## src/include/pan_pkg.sv

```systemverilog
// Purpose: shared constants for the activity / nmi masking block
// Assumes: word-wide ahb-lite register access, one register per aligned word
// Notes:   byte address of a register is four times its index
package pan_pkg;

   // ----------------------------------------------------------------
   // register indices (byte address = 4 * index)
   // ----------------------------------------------------------------
   localparam logic [7:0] IDX_SUSPEND_CMD    = 8'hc0;
   localparam logic [7:0] IDX_ACTIVITY_MASK  = 8'hc3;
   localparam logic [7:0] IDX_NMI_SOURCE_MSK = 8'hc4;
   localparam logic [7:0] IDX_IO_WATCH_RANGE = 8'hc5;
   localparam logic [7:0] IDX_NMI_PENDING    = 8'hdc;

   // ----------------------------------------------------------------
   // activity mask fields
   // ----------------------------------------------------------------
   localparam int BIT_CARD_CTRL_ACT = 2;
   localparam int BIT_KEYBOARD_ACT  = 1;
   localparam int BIT_CHIP_SEL_ACT  = 0;
   localparam logic [2:0] ACTIVITY_MASK_RST = 3'h0;

   // ----------------------------------------------------------------
   // nmi source mask fields (pending register uses same positions)
   // ----------------------------------------------------------------
   localparam int BIT_GLOBAL_NMI    = 7;
   localparam int BIT_SUSPEND_TMO   = 5;
   localparam int BIT_SLEEP_NMI     = 4;
   localparam int BIT_BATT_WARN_B   = 3;
   localparam int BIT_BATT_WARN_A   = 2;
   localparam int BIT_OUTSIDE_EVT   = 1;
   localparam logic [7:0] NMI_MASK_RST      = 8'hbe;
   localparam logic [7:0] NMI_MASK_WRITABLE = 8'hbe;
   localparam logic [7:0] NMI_SRC_BITS      = 8'h3e;

   // ----------------------------------------------------------------
   // io watch range fields
   // ----------------------------------------------------------------
   localparam int BIT_WINDOW_SIZE = 7;
   localparam logic [7:0] IO_WATCH_RST = 8'h00;
   localparam logic [15:0] KEYBOARD_IO_ADDR = 16'h0060;

   // ----------------------------------------------------------------
   // ahb-lite encodings
   // ----------------------------------------------------------------
   localparam logic [1:0] HTRANS_NONSEQ = 2'h2;
   localparam logic       HRESP_OKAY    = 1'b0;

   typedef enum logic [1:0] {
      BUS_IDLE = 2'b01,
      BUS_WAIT = 2'b10
   } pan_bus_state_t;

endpackage

```

## src/hdl/pan_activity_nmi.sv

```systemverilog
// Purpose: activity source masking, io watch window and pm nmi masking
// Assumes: ahb-lite register access; all inputs synchronous to CLK
// Notes:   every data phase takes one wait state, so reads see prior writes
//
// Contract
// card controller accesses count as activity unless mask bit 2 set; resets clear
// keyboard io 060h counts as activity unless mask bit 1 set; resets clear
// chip select activity counts as activity unless mask bit 0 set; resets clear
// global mask bit 7, reset one, blocks nmi but never status setting
// clearing global mask with any status set raises the nmi; code raises it only when an unmasked source is pending
// requests pending or arriving while globally masked fire once mask clears
// outside event resume is unaffected by global and outside nmi masks
// masked source never makes nmi; pending fires after its mask clears
// suspend entered only by a command write to index c0h
// suspend expiry raises nmi when bit 5 clear; never enters suspend
// bit 4 clear: sleep expiry in doze raises nmi, stays doze
// bit 4 clear: activity in sleep raises nmi, stays sleep
// bit 4 set: doze to sleep on expiry, sleep to on on activity
// battery warn b rising raises nmi when bit 3 clear; reset one
// battery warn a rising raises nmi when bit 2 clear; reset one
// outside event rising raises nmi when bit 1 clear; reset one
// mask bits 6 and 0 reserved, read zero
// window size bit 7: zero selects 16 bytes, one selects 8
// window start bits 6..0 compared with address bits 9..3
// 16 byte window ignores start bit 0, address bit 3 not compared
// global mask never clears pending sources nor blocks status setting
// window matches io cycles only, never memory cycles
//
// Design decision made here: register access over AHB-Lite.
module pan_activity_nmi
   import pan_pkg::*;
(
   // clock and reset
   input  wire logic        CLK,
   input  wire logic        RESETN,
   // ahb-lite slave
   input  wire logic        HSEL,
   input  wire logic [31:0] HADDR,
   input  wire logic [1:0]  HTRANS,
   input  wire logic        HWRITE,
   input  wire logic [2:0]  HSIZE,
   input  wire logic [31:0] HWDATA,
   input  wire logic        HREADY,
   output logic      [31:0] HRDATA,
   output logic             HREADYOUT,
   output logic             HRESP,
   // system bus observation
   input  wire logic [15:0] SYSTEM_ADDR_BUS,
   input  wire logic        SYS_IO_CYCLE,
   input  wire logic        SYS_MEM_CYCLE,
   input  wire logic        CARD_CTRL_ACCESS,
   input  wire logic        CHIP_SELECT_ACTIVE,
   // event inputs
   input  wire logic        BATTERY_WARN_A_INPUT,
   input  wire logic        BATTERY_WARN_B_INPUT,
   input  wire logic        OUTSIDE_EVENT_INPUT,
   input  wire logic        SLEEP_TIMER_EXPIRED,
   input  wire logic        SUSPEND_TIMER_EXPIRED,
   // power state from the state machine
   input  wire logic        PM_IN_DOZE,
   input  wire logic        PM_IN_SLEEP,
   // outputs to processor and state machine
   output logic             POWER_MANAGER_NMI,
   output logic             ACTIVITY_DETECTED,
   output logic             RESUME_REQUEST,
   output logic             GO_SLEEP,
   output logic             GO_ON,
   output logic             SUSPEND_COMMAND
);

   // ----------------------------------------------------------------
   // registers
   // ----------------------------------------------------------------
   pan_bus_state_t bus_state_q;
   logic [7:0]     addr_idx_q;
   logic           addr_ok_q;
   logic           wr_q;
   logic [2:0]     activity_mask_q;
   logic [7:0]     nmi_mask_q;
   logic [7:0]     io_watch_q;
   logic [7:0]     pending_q;
   logic           batt_a_prev_q;
   logic           batt_b_prev_q;
   logic           outside_prev_q;

   logic           addr_take;
   logic           wr_strobe;
   logic           pend_clr_strobe;
   logic [7:0]     rd_value;
   logic [7:0]     pending_set;
   logic [7:0]     pending_d;
   logic           window_hit;
   logic           keyboard_hit;
   logic           activity_now;
   logic           sleep_mask;
   logic           nmi_request;

   // ----------------------------------------------------------------
   // ahb-lite slave
   // ----------------------------------------------------------------
   assign addr_take = HSEL && HREADY && (HTRANS == HTRANS_NONSEQ);
   assign wr_strobe = (bus_state_q == BUS_WAIT) && wr_q && addr_ok_q;

   // the wait state lets a read that follows a write see the new value
   always_ff @(posedge CLK or negedge RESETN) begin
      if (!RESETN) begin
         bus_state_q <= BUS_IDLE;
         addr_idx_q  <= 8'h00;
         addr_ok_q   <= 1'b0;
         wr_q        <= 1'b0;
         HREADYOUT   <= 1'b1;
      end else begin
         case (bus_state_q)
            BUS_IDLE: begin
               if (addr_take) begin
                  bus_state_q <= BUS_WAIT;
                  addr_idx_q  <= HADDR[9:2];
                  addr_ok_q   <= (HADDR[31:10] == 22'h000000) && (HADDR[1:0] == 2'h0);
                  wr_q        <= HWRITE;
                  HREADYOUT   <= 1'b0;
               end
            end
            BUS_WAIT: begin
               bus_state_q <= BUS_IDLE;
               HREADYOUT   <= 1'b1;
            end
            default: begin
               bus_state_q <= BUS_IDLE;
               HREADYOUT   <= 1'b1;
            end
         endcase
      end
   end

   always_ff @(posedge CLK or negedge RESETN) begin
      if (!RESETN) begin
         HRESP <= HRESP_OKAY;
      end else begin
         HRESP <= HRESP_OKAY;
      end
   end

   // unmapped indices read as zero and ignore writes
   always_comb begin
      rd_value = 8'h00;
      if (!addr_ok_q) begin
         rd_value = 8'h00;
      end else if (addr_idx_q == IDX_ACTIVITY_MASK) begin
         rd_value = {5'h00, activity_mask_q};
      end else if (addr_idx_q == IDX_NMI_SOURCE_MSK) begin
         rd_value = nmi_mask_q;
      end else if (addr_idx_q == IDX_IO_WATCH_RANGE) begin
         rd_value = io_watch_q;
      end else if (addr_idx_q == IDX_NMI_PENDING) begin
         rd_value = pending_q;
      end else begin
         rd_value = 8'h00;
      end
   end

   always_ff @(posedge CLK or negedge RESETN) begin
      if (!RESETN) begin
         HRDATA <= 32'h00000000;
      end else if ((bus_state_q == BUS_WAIT) && !wr_q) begin
         HRDATA <= {24'h000000, rd_value};
      end
   end

   // ----------------------------------------------------------------
   // software registers
   // ----------------------------------------------------------------
   // mask bits, reset clear
   always_ff @(posedge CLK or negedge RESETN) begin
      if (!RESETN) begin
         activity_mask_q <= ACTIVITY_MASK_RST;
      end else if (wr_strobe && (addr_idx_q == IDX_ACTIVITY_MASK)) begin
         activity_mask_q <= HWDATA[2:0];
      end
   end

   // reserved bits 6 and 0 stay zero
   always_ff @(posedge CLK or negedge RESETN) begin
      if (!RESETN) begin
         nmi_mask_q <= NMI_MASK_RST;
      end else if (wr_strobe && (addr_idx_q == IDX_NMI_SOURCE_MSK)) begin
         nmi_mask_q <= HWDATA[7:0] & NMI_MASK_WRITABLE;
      end
   end

   // window register, reset zero
   always_ff @(posedge CLK or negedge RESETN) begin
      if (!RESETN) begin
         io_watch_q <= IO_WATCH_RST;
      end else if (wr_strobe && (addr_idx_q == IDX_IO_WATCH_RANGE)) begin
         io_watch_q <= HWDATA[7:0];
      end
   end

   // suspend only by command write
   always_ff @(posedge CLK or negedge RESETN) begin
      if (!RESETN) begin
         SUSPEND_COMMAND <= 1'b0;
      end else begin
         SUSPEND_COMMAND <= wr_strobe && (addr_idx_q == IDX_SUSPEND_CMD);
      end
   end

   // ----------------------------------------------------------------
   // activity detection
   // ----------------------------------------------------------------
   // window compare on io cycles only
   always_comb begin
      window_hit = 1'b0;
      if (SYS_IO_CYCLE && !SYS_MEM_CYCLE) begin
         if (io_watch_q[BIT_WINDOW_SIZE]) begin
            window_hit = (SYSTEM_ADDR_BUS[9:3] == io_watch_q[6:0]);
         end else begin
            window_hit = (SYSTEM_ADDR_BUS[9:4] == io_watch_q[6:1]);
         end
      end
   end

   // keyboard port decode
   assign keyboard_hit = SYS_IO_CYCLE && !SYS_MEM_CYCLE &&
                         (SYSTEM_ADDR_BUS == KEYBOARD_IO_ADDR);

   // masked activity sources, and the unmasked io window hit
   assign activity_now = (CARD_CTRL_ACCESS && !activity_mask_q[BIT_CARD_CTRL_ACT]) ||
                         (keyboard_hit && !activity_mask_q[BIT_KEYBOARD_ACT]) ||
                         (CHIP_SELECT_ACTIVE && !activity_mask_q[BIT_CHIP_SEL_ACT]) ||
                         window_hit;

   always_ff @(posedge CLK or negedge RESETN) begin
      if (!RESETN) begin
         ACTIVITY_DETECTED <= 1'b0;
      end else begin
         ACTIVITY_DETECTED <= activity_now;
      end
   end

   // ----------------------------------------------------------------
   // input edge detection
   // ----------------------------------------------------------------
   always_ff @(posedge CLK or negedge RESETN) begin
      if (!RESETN) begin
         batt_a_prev_q  <= 1'b0;
         batt_b_prev_q  <= 1'b0;
         outside_prev_q <= 1'b0;
      end else begin
         batt_a_prev_q  <= BATTERY_WARN_A_INPUT;
         batt_b_prev_q  <= BATTERY_WARN_B_INPUT;
         outside_prev_q <= OUTSIDE_EVENT_INPUT;
      end
   end

   // resume ignores every nmi mask
   always_ff @(posedge CLK or negedge RESETN) begin
      if (!RESETN) begin
         RESUME_REQUEST <= 1'b0;
      end else begin
         RESUME_REQUEST <= OUTSIDE_EVENT_INPUT && !outside_prev_q;
      end
   end

   // ----------------------------------------------------------------
   // nmi pending and delivery
   // ----------------------------------------------------------------
   assign sleep_mask = nmi_mask_q[BIT_SLEEP_NMI];

   // events latch regardless of global or source masks
   always_comb begin
      pending_set = 8'h00;
      // suspend expiry event
      pending_set[BIT_SUSPEND_TMO] = SUSPEND_TIMER_EXPIRED;
      // sleep expiry in doze, activity in sleep
      pending_set[BIT_SLEEP_NMI]   = (SLEEP_TIMER_EXPIRED && PM_IN_DOZE) ||
                                     (activity_now && PM_IN_SLEEP);
      // rising inputs
      pending_set[BIT_BATT_WARN_B] = BATTERY_WARN_B_INPUT && !batt_b_prev_q;
      pending_set[BIT_BATT_WARN_A] = BATTERY_WARN_A_INPUT && !batt_a_prev_q;
      pending_set[BIT_OUTSIDE_EVT] = OUTSIDE_EVENT_INPUT && !outside_prev_q;
   end

   assign pend_clr_strobe = wr_strobe && (addr_idx_q == IDX_NMI_PENDING);

   // write one to clear; a new event in the same cycle wins
   always_comb begin
      pending_d = pending_q;
      if (pend_clr_strobe) begin
         pending_d = pending_d & ~HWDATA[7:0];
      end
      pending_d = (pending_d | pending_set) & NMI_SRC_BITS;
   end

   always_ff @(posedge CLK or negedge RESETN) begin
      if (!RESETN) begin
         pending_q <= 8'h00;
      end else begin
         pending_q <= pending_d;
      end
   end

   // nmi level follows unmasked pending under global mask
   assign nmi_request = !nmi_mask_q[BIT_GLOBAL_NMI] &&
                        ((pending_q & ~nmi_mask_q & NMI_SRC_BITS) != 8'h00);

   always_ff @(posedge CLK or negedge RESETN) begin
      if (!RESETN) begin
         POWER_MANAGER_NMI <= 1'b0;
      end else begin
         POWER_MANAGER_NMI <= nmi_request;
      end
   end

   // ----------------------------------------------------------------
   // automatic state-change requests
   // ----------------------------------------------------------------
   // automatic moves only with sleep nmi masked; R11 R12 hold state otherwise
   always_ff @(posedge CLK or negedge RESETN) begin
      if (!RESETN) begin
         GO_SLEEP <= 1'b0;
         GO_ON    <= 1'b0;
      end else begin
         GO_SLEEP <= sleep_mask && SLEEP_TIMER_EXPIRED && PM_IN_DOZE;
         GO_ON    <= sleep_mask && activity_now && PM_IN_SLEEP;
      end
   end

endmodule

```

## config.mk

```make
export PLATFORM = sky130hd
export DESIGN_NAME = pan_activity_nmi
export DESIGN_NICKNAME = d
export VERILOG_FILES = /design/src/include/pan_pkg.sv /design/src/hdl/pan_activity_nmi.sv
export SDC_FILE = /design/constraint.sdc
export NUM_CORES = 1
export LEC_CHECK = 0
export BUFFER_PORTS_ARGS = -buffer_cell sky130_fd_sc_hd__buf_2
export CAP_MARGIN = 20
export CORE_MARGIN = 2
export CORE_UTILIZATION = 48
export DETAILED_ROUTE_END_ITERATION = 10
export HOLD_SLACK_MARGIN = 0.02
export PLACE_DENSITY = 0.85
export RECOVER_POWER = 50
export SETUP_SLACK_MARGIN = 0.5
export SLEW_MARGIN = 30
export SYNTH_ARGS = -nofsm -noshare
export SYNTH_HDL_FRONTEND = slang
export SYNTH_SLANG_ARGS = --single-unit
```

## constraint.sdc

```tcl
create_clock -name CLK -period 5 [get_ports CLK]
set_input_delay 1 -clock CLK [delete_from_list [all_inputs] [get_ports CLK]]
set_output_delay 1 -clock CLK [all_outputs]
set_load 0.02 [all_outputs]
```

==> results of run 1 <==
## sequential cells by signal, indices dropped and copies added (netlist names)
name / cells
SUSPEND_COMMAND: 1
pending_q: 5
io_watch_q: 8
GO_ON: 1
batt_a_prev_q: 1
POWER_MANAGER_NMI: 1
ACTIVITY_DETECTED: 1
wr_q: 1
RESUME_REQUEST: 1
activity_mask_q: 3
addr_ok_q: 1
outside_prev_q: 1
HRDATA: 8
addr_idx_q: 8
nmi_mask_q: 6
GO_SLEEP: 1
batt_b_prev_q: 1
bus_state_q: 2
## synth_stat cells (3+ instances only)
cell | instances | share of area (%)
dfrtp_1 | 44 | 43
mux2_2 | 26 | 12
buf_4 | 25 | 7.4
nand2_1 | 18 | 2.7
inv_1 | 9 | 1.3
nor4_1 | 9 | 2.2
dfstp_2 | 7 | 7.2
nand3_1 | 7 | 1.4
o21ai_0 | 6 | 1.2
a31oi_1 | 5 | 1.2
nor2_1 | 5 | 0.74
a21oi_1 | 4 | 0.79
nand2b_1 | 4 | 0.98
nor2b_1 | 4 | 0.98
xnor2_1 | 4 | 1.4
a21boi_0 | 3 | 0.89
o41ai_1 | 3 | 1.0
xor2_1 | 3 | 1.0
## per-stage QoR
| step | cells | instance area, µm² | hold slack [ns] | power [W] | setup WS [ns] |
|---|---|---|---|---|---|
| 2_1_floorplan | 249 | 2630 | 0.389 | 0.000578 | 2.75 |
| 5_1_grt | 387 | 3040 | 0.440 | 0.000881 | 1.42 |
| 6_report | 387 | 3040 | 0.416 | 0.000838 | 2.01 |
| 4_1_cts | 387 | 3050 | 0.420 | 0.000848 | 2.87 |
| 3_3_place_gp | 379 | 2960 | 0.402 | 0.000616 | 2.58 |
| 3_5_place_dp | 379 | 2970 | 0.408 | 0.000623 | 2.55 |
## where the power goes
group	switching [W]	total, W	internal [W]
clock	0.000126	0.000225	0.0000984
sequential	0.0000332	0.000476	0.000443
combinational	0.0000722	0.000137	0.0000644
## how the worst min path moves through the flow
stage	startpoint	end	slack, ns	depth (start not counted)
floorplan	outside_prev_q$_DFF_PN0_	RESUME_REQUEST$_DFF_PN0_	0.39	1
global placement	batt_b_prev_q$_DFF_PN0_	pending_q[3]$_DFF_PN0_	0.40	1
detailed placement	batt_b_prev_q$_DFF_PN0_	pending_q[3]$_DFF_PN0_	0.41	1
CTS	batt_b_prev_q$_DFF_PN0_	pending_q[3]$_DFF_PN0_	0.42	1
global route	outside_prev_q$_DFF_PN0_	RESUME_REQUEST$_DFF_PN0_	0.44	1
finish	outside_prev_q$_DFF_PN0_	RESUME_REQUEST$_DFF_PN0_	0.42	1
## per-layer routing
metal  global-route usage (%)  vias to the layer above
met3                     5.53                       11
met5                        0                        -
met2                     33.8                       85
met4                     6.91                        0
met1                     23.7                      929
li1                         -                      946
## kinds of logic (layout without fill, tap and decap cells)
kind of cell              Yosys count  count (layout)
and+or+nand+nor                    67              67
DFF                                51              51
buffers and inverters              38             106
AOI/OAI and AO/OA                  34              34
muxes                              27              27
xor gates and xnor gates            7               7
other                               1              25
## area by class of cell
cell class	count	area, µm²
fill	440	2070
sequential	51	1280
multi-input combinational	160	1110
timing repair buffer	89	443
tap	70	87.6
clock buffer	7	76.3
inverter	9	33.8
clock inverter	1	5.00
## worst register-to-register path, cell delays in order (launching register included)
cell and delay, ns:
dfrtp_1 0.57, nor3b_2 0.42, nor4b_2 0.58, nand2_1 0.12
a22oi_1 0.16, nand3_1 0.09
==> summary.txt, run 1 <==
Run status
  • Status: complete, but fails checks
  • Failing checks: max-capacitance violations, max-slew violations

Yosys
  • Post-Synth Adder-Cell Area: 0%
  • FF+latch count, synth: roughly 50
  • Mean post-synth cell area: approximately 11 µm²
  • Post-Synth Simple-Gate Area: ~16%
  • Main combinational cell family by area after synthesis: simple AND/OR/NAND/NOR gates
  • Async SR Flop Fraction: 100%
  • Post-synth cell types: 48
  • Yosys Warn Count: 0
  • EDFF count, synth: 0
  • Syn Std Cell Area: 2540 µm²
  • Post-Syn Instances: around 230
  • Post-synthesis mux area share: approximately an eighth
  • Area share of xor/xnor cells in the synthesized design: between 2 and 2.5%
  • Seq/Total Area, Yosys: 50.5%
  • Synth Area in Compound Gates: a little under a tenth
  • Synth Flop Type: dfrtp_1

Clocking
  • Setup bufs post-CTS: 0
  • Root Buffer: clkbuf_8
  • # hold bufs at CTS: 0
  • Post_cts resized: 0
  • H-tree levels: 2
  • CTS tree: yes
  • Cts bufs inserted: 5
  • CTS Buffer Depth: 2
  • CTS Sinks: slightly above 50
  • Clk_lat worst skew: about 0.30 ns
  • Worst-path clk slew: around 0.080 ns

STA
  • Least-Margin Pin Slew: 2.62 ns
  • Final setup fails: 0
  • Fin. Hold Viols: 0
  • Max-slew violations: 52
  • Rel. slew slack: -74.5%
  • Final Cycle Share: between 50% and 60%
  • Final setup TNS: 0 ns
  • RSZ-0062 raised after global routing: false
  • Final Skew: roughly 0.0044 ns
  • Max Fclk: 335 MHz
  • Tmin final: 2.99 ns

Setup path
  • Worst path depth: 1
  • Max Fanout on Critical Path: 51
  • CP top delay family: buffers and inverters
  • WS Path Type: input port to async pin
  • Reg2Reg Depth: 5
  • CP Capture Point: POWER_MANAGER_NMI$_DFF_PN0_
  • WP data required: ~4.9 ns
  • CP bufs+invs: 1
  • Crit. Startpoint: RESETN
  • CP Launch Type: input port
  • Worst endpoint data arrival time: 2.85 ns
  • Peak per-stage delay on the critical path: ~1.8 ns
  • Critical Path, Cell by Cell: clkbuf_1
  • Worst R2R Start: addr_idx_q[0]$_DFFE_PN0P_
  • FF-to-FF End: pending_q[4]$_DFF_PN0_
  • Slowest CP cell: clkbuf_1
  • Worst setup EP type: async pin
  • R2R Setup Slk: 2.95 ns

Global route
  • First-pass GRT wire length: 9.24 mm
  • Initial antenna violation count: 0
  • Gr usage total: about a fifth
  • Global route total overflow: 0
  • Maximum number of pins on one net before global-route repair: 52
  • Vias in the first global route: approximately 2000

Power and ir drop
  • Pwr/cell area: between 200 and 300 nW/µm²
  • Pleak: 1.42 nW
  • VDD IR max: between 0.00015 and 0.0002 V

Route
  • DRC: 0
  • Final WL: between 5 and 6 mm
  • DRT iter0 DRCs: 154
  • Max layer used: met4
  • ANT nets after route: 0
  • Met1 wire length: 2.22 mm
  • Met3 wire length: ~430 µm
  • Vias: about 2000
  • DR pass1 iterations: 4
  • WL per Instance: about 14 µm
  • Vias/cell: roughly 5.1
  • Met2 routed WL: around 2.7 mm

Cells and area
  • Share of layout cells above drive strength 1: a little over two fifths
  • Fin util: between 50 and 60%
  • # nets final: roughly 420
  • Commonest non-fill, non-tap cells in the layout: buf_2 (87), dfrtp_1 (44), mux2_2 (26), conb_1 (25), nand2_1 (18)
  • Commonest non-fill, non-tap cell in the layout: buf_2
  • Ant diodes: 0
  • Layout area overhead: 19.5%

Place
  • Placer Congestion: between 0.8 and 0.9
  • Buffers on Ports: ~90
  • DP Wirelength: between 4 and 5 mm

Floorplan
  • Core ar.: slightly above 5000 µm²
  • Die area: about 5900 µm²
  • Height of the chip: between 70 and 80 µm
  • Starting Density: 49.8%
  • Die W: 76.8 µm
  • # IOs: around 140
  • Site row count: 26

Min path
  • Hold crit path type: flop to flop

Flow run
  • Max-cap viol count: 1
Note: power is estimated with default switching activity, not from simulation.
==> run 2: changes to the inputs <==
- CORE_UTILIZATION: 48 -> 44
- PLACE_DENSITY: 0.85 -> 0.78
- clock period: 5 -> 3.09 ns (I/O delays scaled with it)
==> summary.txt, run 2 (synthesized netlist as in run 1, its figures left out) <==
Setup path
  • Max Fanout on Critical Path: 14
  • Reg2Reg Depth: 5
  • WP data required: between 3 and 4 ns
  • Worst setup EP type: flop
  • R2R Setup Slk: around 1.0 ns
  • Worst endpoint data arrival time: between 2 and 2.5 ns
  • CP Launch Type: flop
  • WS Path Type: flop to flop

Run status
  • Failing checks: max-capacitance violations, max-slew violations
  • Status: complete, but fails checks

Route
  • Met3 wire length: roughly 390 µm
  • DRC: 0
  • DRT iter0 DRCs: around 160
  • Vias: 2001
  • Met1 wire length: 2.50 mm
  • Final WL: approximately 5.7 mm
  • WL per Instance: approximately 14 µm
  • Max layer used: met4
  • Met2 routed WL: 2.72 mm
  • DR pass1 iterations: 4
  • Vias/cell: 5.12
  • ANT nets after route: 0

Clocking
  • Root Buffer: clkbuf_8
  • # hold bufs at CTS: 0
  • Worst-path clk slew: approximately 0.090 ns
  • H-tree levels: 2
  • Post_cts resized: 0
  • Clk_lat worst skew: roughly 0.31 ns
  • Cts bufs inserted: 5
  • CTS tree: yes
  • CTS Buffer Depth: 2
  • CTS Sinks: approximately 50
  • Setup bufs post-CTS: 0

Global route
  • Global route total overflow: 0
  • First-pass GRT wire length: approximately 9.4 mm
  • Initial antenna violation count: 0
  • Maximum number of pins on one net before global-route repair: 31
  • Vias in the first global route: about 1900
  • Gr usage total: between 10% and 20%

Cells and area
  • Layout area overhead: 20.4%
  • Share of layout cells above drive strength 1: roughly two fifths
  • Commonest non-fill, non-tap cell in the layout: buf_2
  • Final Non-Filler Cells: 391
  • Biggest regs: HRDATA: 8 flops, addr_idx_q: 8 flops, io_watch_q: 8 flops
  • # nets final: between 400 and 500
  • Ant diodes: 0
  • Commonest non-fill, non-tap cells in the layout: buf_2 (85), dfrtp_1 (44), mux2_2 (26), conb_1 (25), nand2_1 (18)

STA
  • Tmin final: approximately 2.1 ns
  • Rel. slew slack: -5.21%
  • Fin. Hold Viols: 0
  • Max-slew violations: 31
  • Final Skew: 0.0137 ns
  • Max Fclk: ~490 MHz
  • Final setup fails: 0
  • Final Cycle Share: 66.6%
  • RSZ-0062 raised after global routing: false
  • Least-Margin Pin Slew: roughly 1.6 ns
  • Final setup TNS: 0 ns

Place
  • Placed Cells: 383
  • Placer Congestion: around 0.86
  • DP Wirelength: roughly 4.5 mm
  • Buffers on Ports: 88

Floorplan
  • Die area: 6400 µm²
  • Site row count: 27
  • Die W: 80.0 µm
  • Starting Density: between 40 and 50%
  • Core ar.: approximately 5500 µm²
  • # IOs: ~140
  • Height of the chip: around 80 µm

Power and ir drop
  • Pwr/cell area: ~450 nW/µm²
  • Pleak: 1.43 nW
  • VDD IR max: around 0.00018 V

Min path
  • Hold Path Cell Cnt: 1
  • Hold crit path type: flop to flop

Flow run
  • Max-cap viol count: 1
run 2: changes by cell type in the layout (fill, tap and decap cells not counted):
cell	change
clkbuf_1	+1
buf_4	+1
buf_2	-2
clkbuf_8	+1
clkbuf_2	+1
run 2: critical path, stage by stage, from the launching register on:
cell and delay, ns:
dfrtp_1 0.58, nor3b_2 0.43, nor4b_2 0.57, nand2_1 0.13, a22oi_1 0.15, nand3_1 0.09
run 2: area by class of cell:
| type | count | area, µm² |
|---|---|---|
| flip-flops and latches | 51 | 1280 |
| clock inverters | 1 | 5.00 |
| well taps | 72 | 90.1 |
| inverters | 9 | 33.8 |
| clock buffers | 7 | 86.3 |
| multi-input cells | 160 | 1110 |
| fillers | 503 | 2480 |
| repair buffers | 91 | 453 |
run 2: layer usage:
metal	vias to the layer above	GRT usage [%]
met2	82	31.0
met5	-	0
li1	953	-
met1	960	25.5
met4	0	5.76
met3	6	4.64
run 2: worst paths after layout:
| path | to | start |
|---|---|---|
| setup / recovery | pending_q[4]$_DFF_PN0_ | addr_idx_q[0]$_DFFE_PN0P_ |
| hold / removal | pending_q[2]$_DFF_PN0_ | batt_a_prev_q$_DFF_PN0_ |
| setup reg to reg | pending_q[4]$_DFF_PN0_ | addr_idx_q[0]$_DFFE_PN0P_ |
| hold reg to reg | pending_q[2]$_DFF_PN0_ | batt_a_prev_q$_DFF_PN0_ |
| max in group asynchronous | nmi_mask_q[3]$_DFFE_PN1P_ | RESETN |
| min in group asynchronous | HRDATA[4]$_DFFE_PN0P_ | RESETN |
run 2: where the power goes:
part	internal [W]	total [W]	switching [W]	leakage, nW
clock	0.000181	0.000386	0.000205	0.0482
sequential	0.000717	0.000773	0.0000557	0.605
combinational	0.000105	0.000224	0.000120	0.773
run 2: metrics by stage:
step / util (%) / hold WS (ns) / power (W) / instance area, µm² / worst slack (ns)
CTS: 55.4 / 0.347 / 0.00140 / 3070 / 1.05
floorplan: - / 0.322 / 0.000935 / 2630 / 1.22
global placement: 53.8 / 0.403 / 0.00100 / 2980 / 1.03
finish: 55.3 / 0.420 / 0.00138 / 3060 / 1.03
global route: 55.3 / 0.413 / 0.00147 / 3060 / 0.715
detailed placement: 53.8 / 0.416 / 0.00101 / 2980 / 1.03
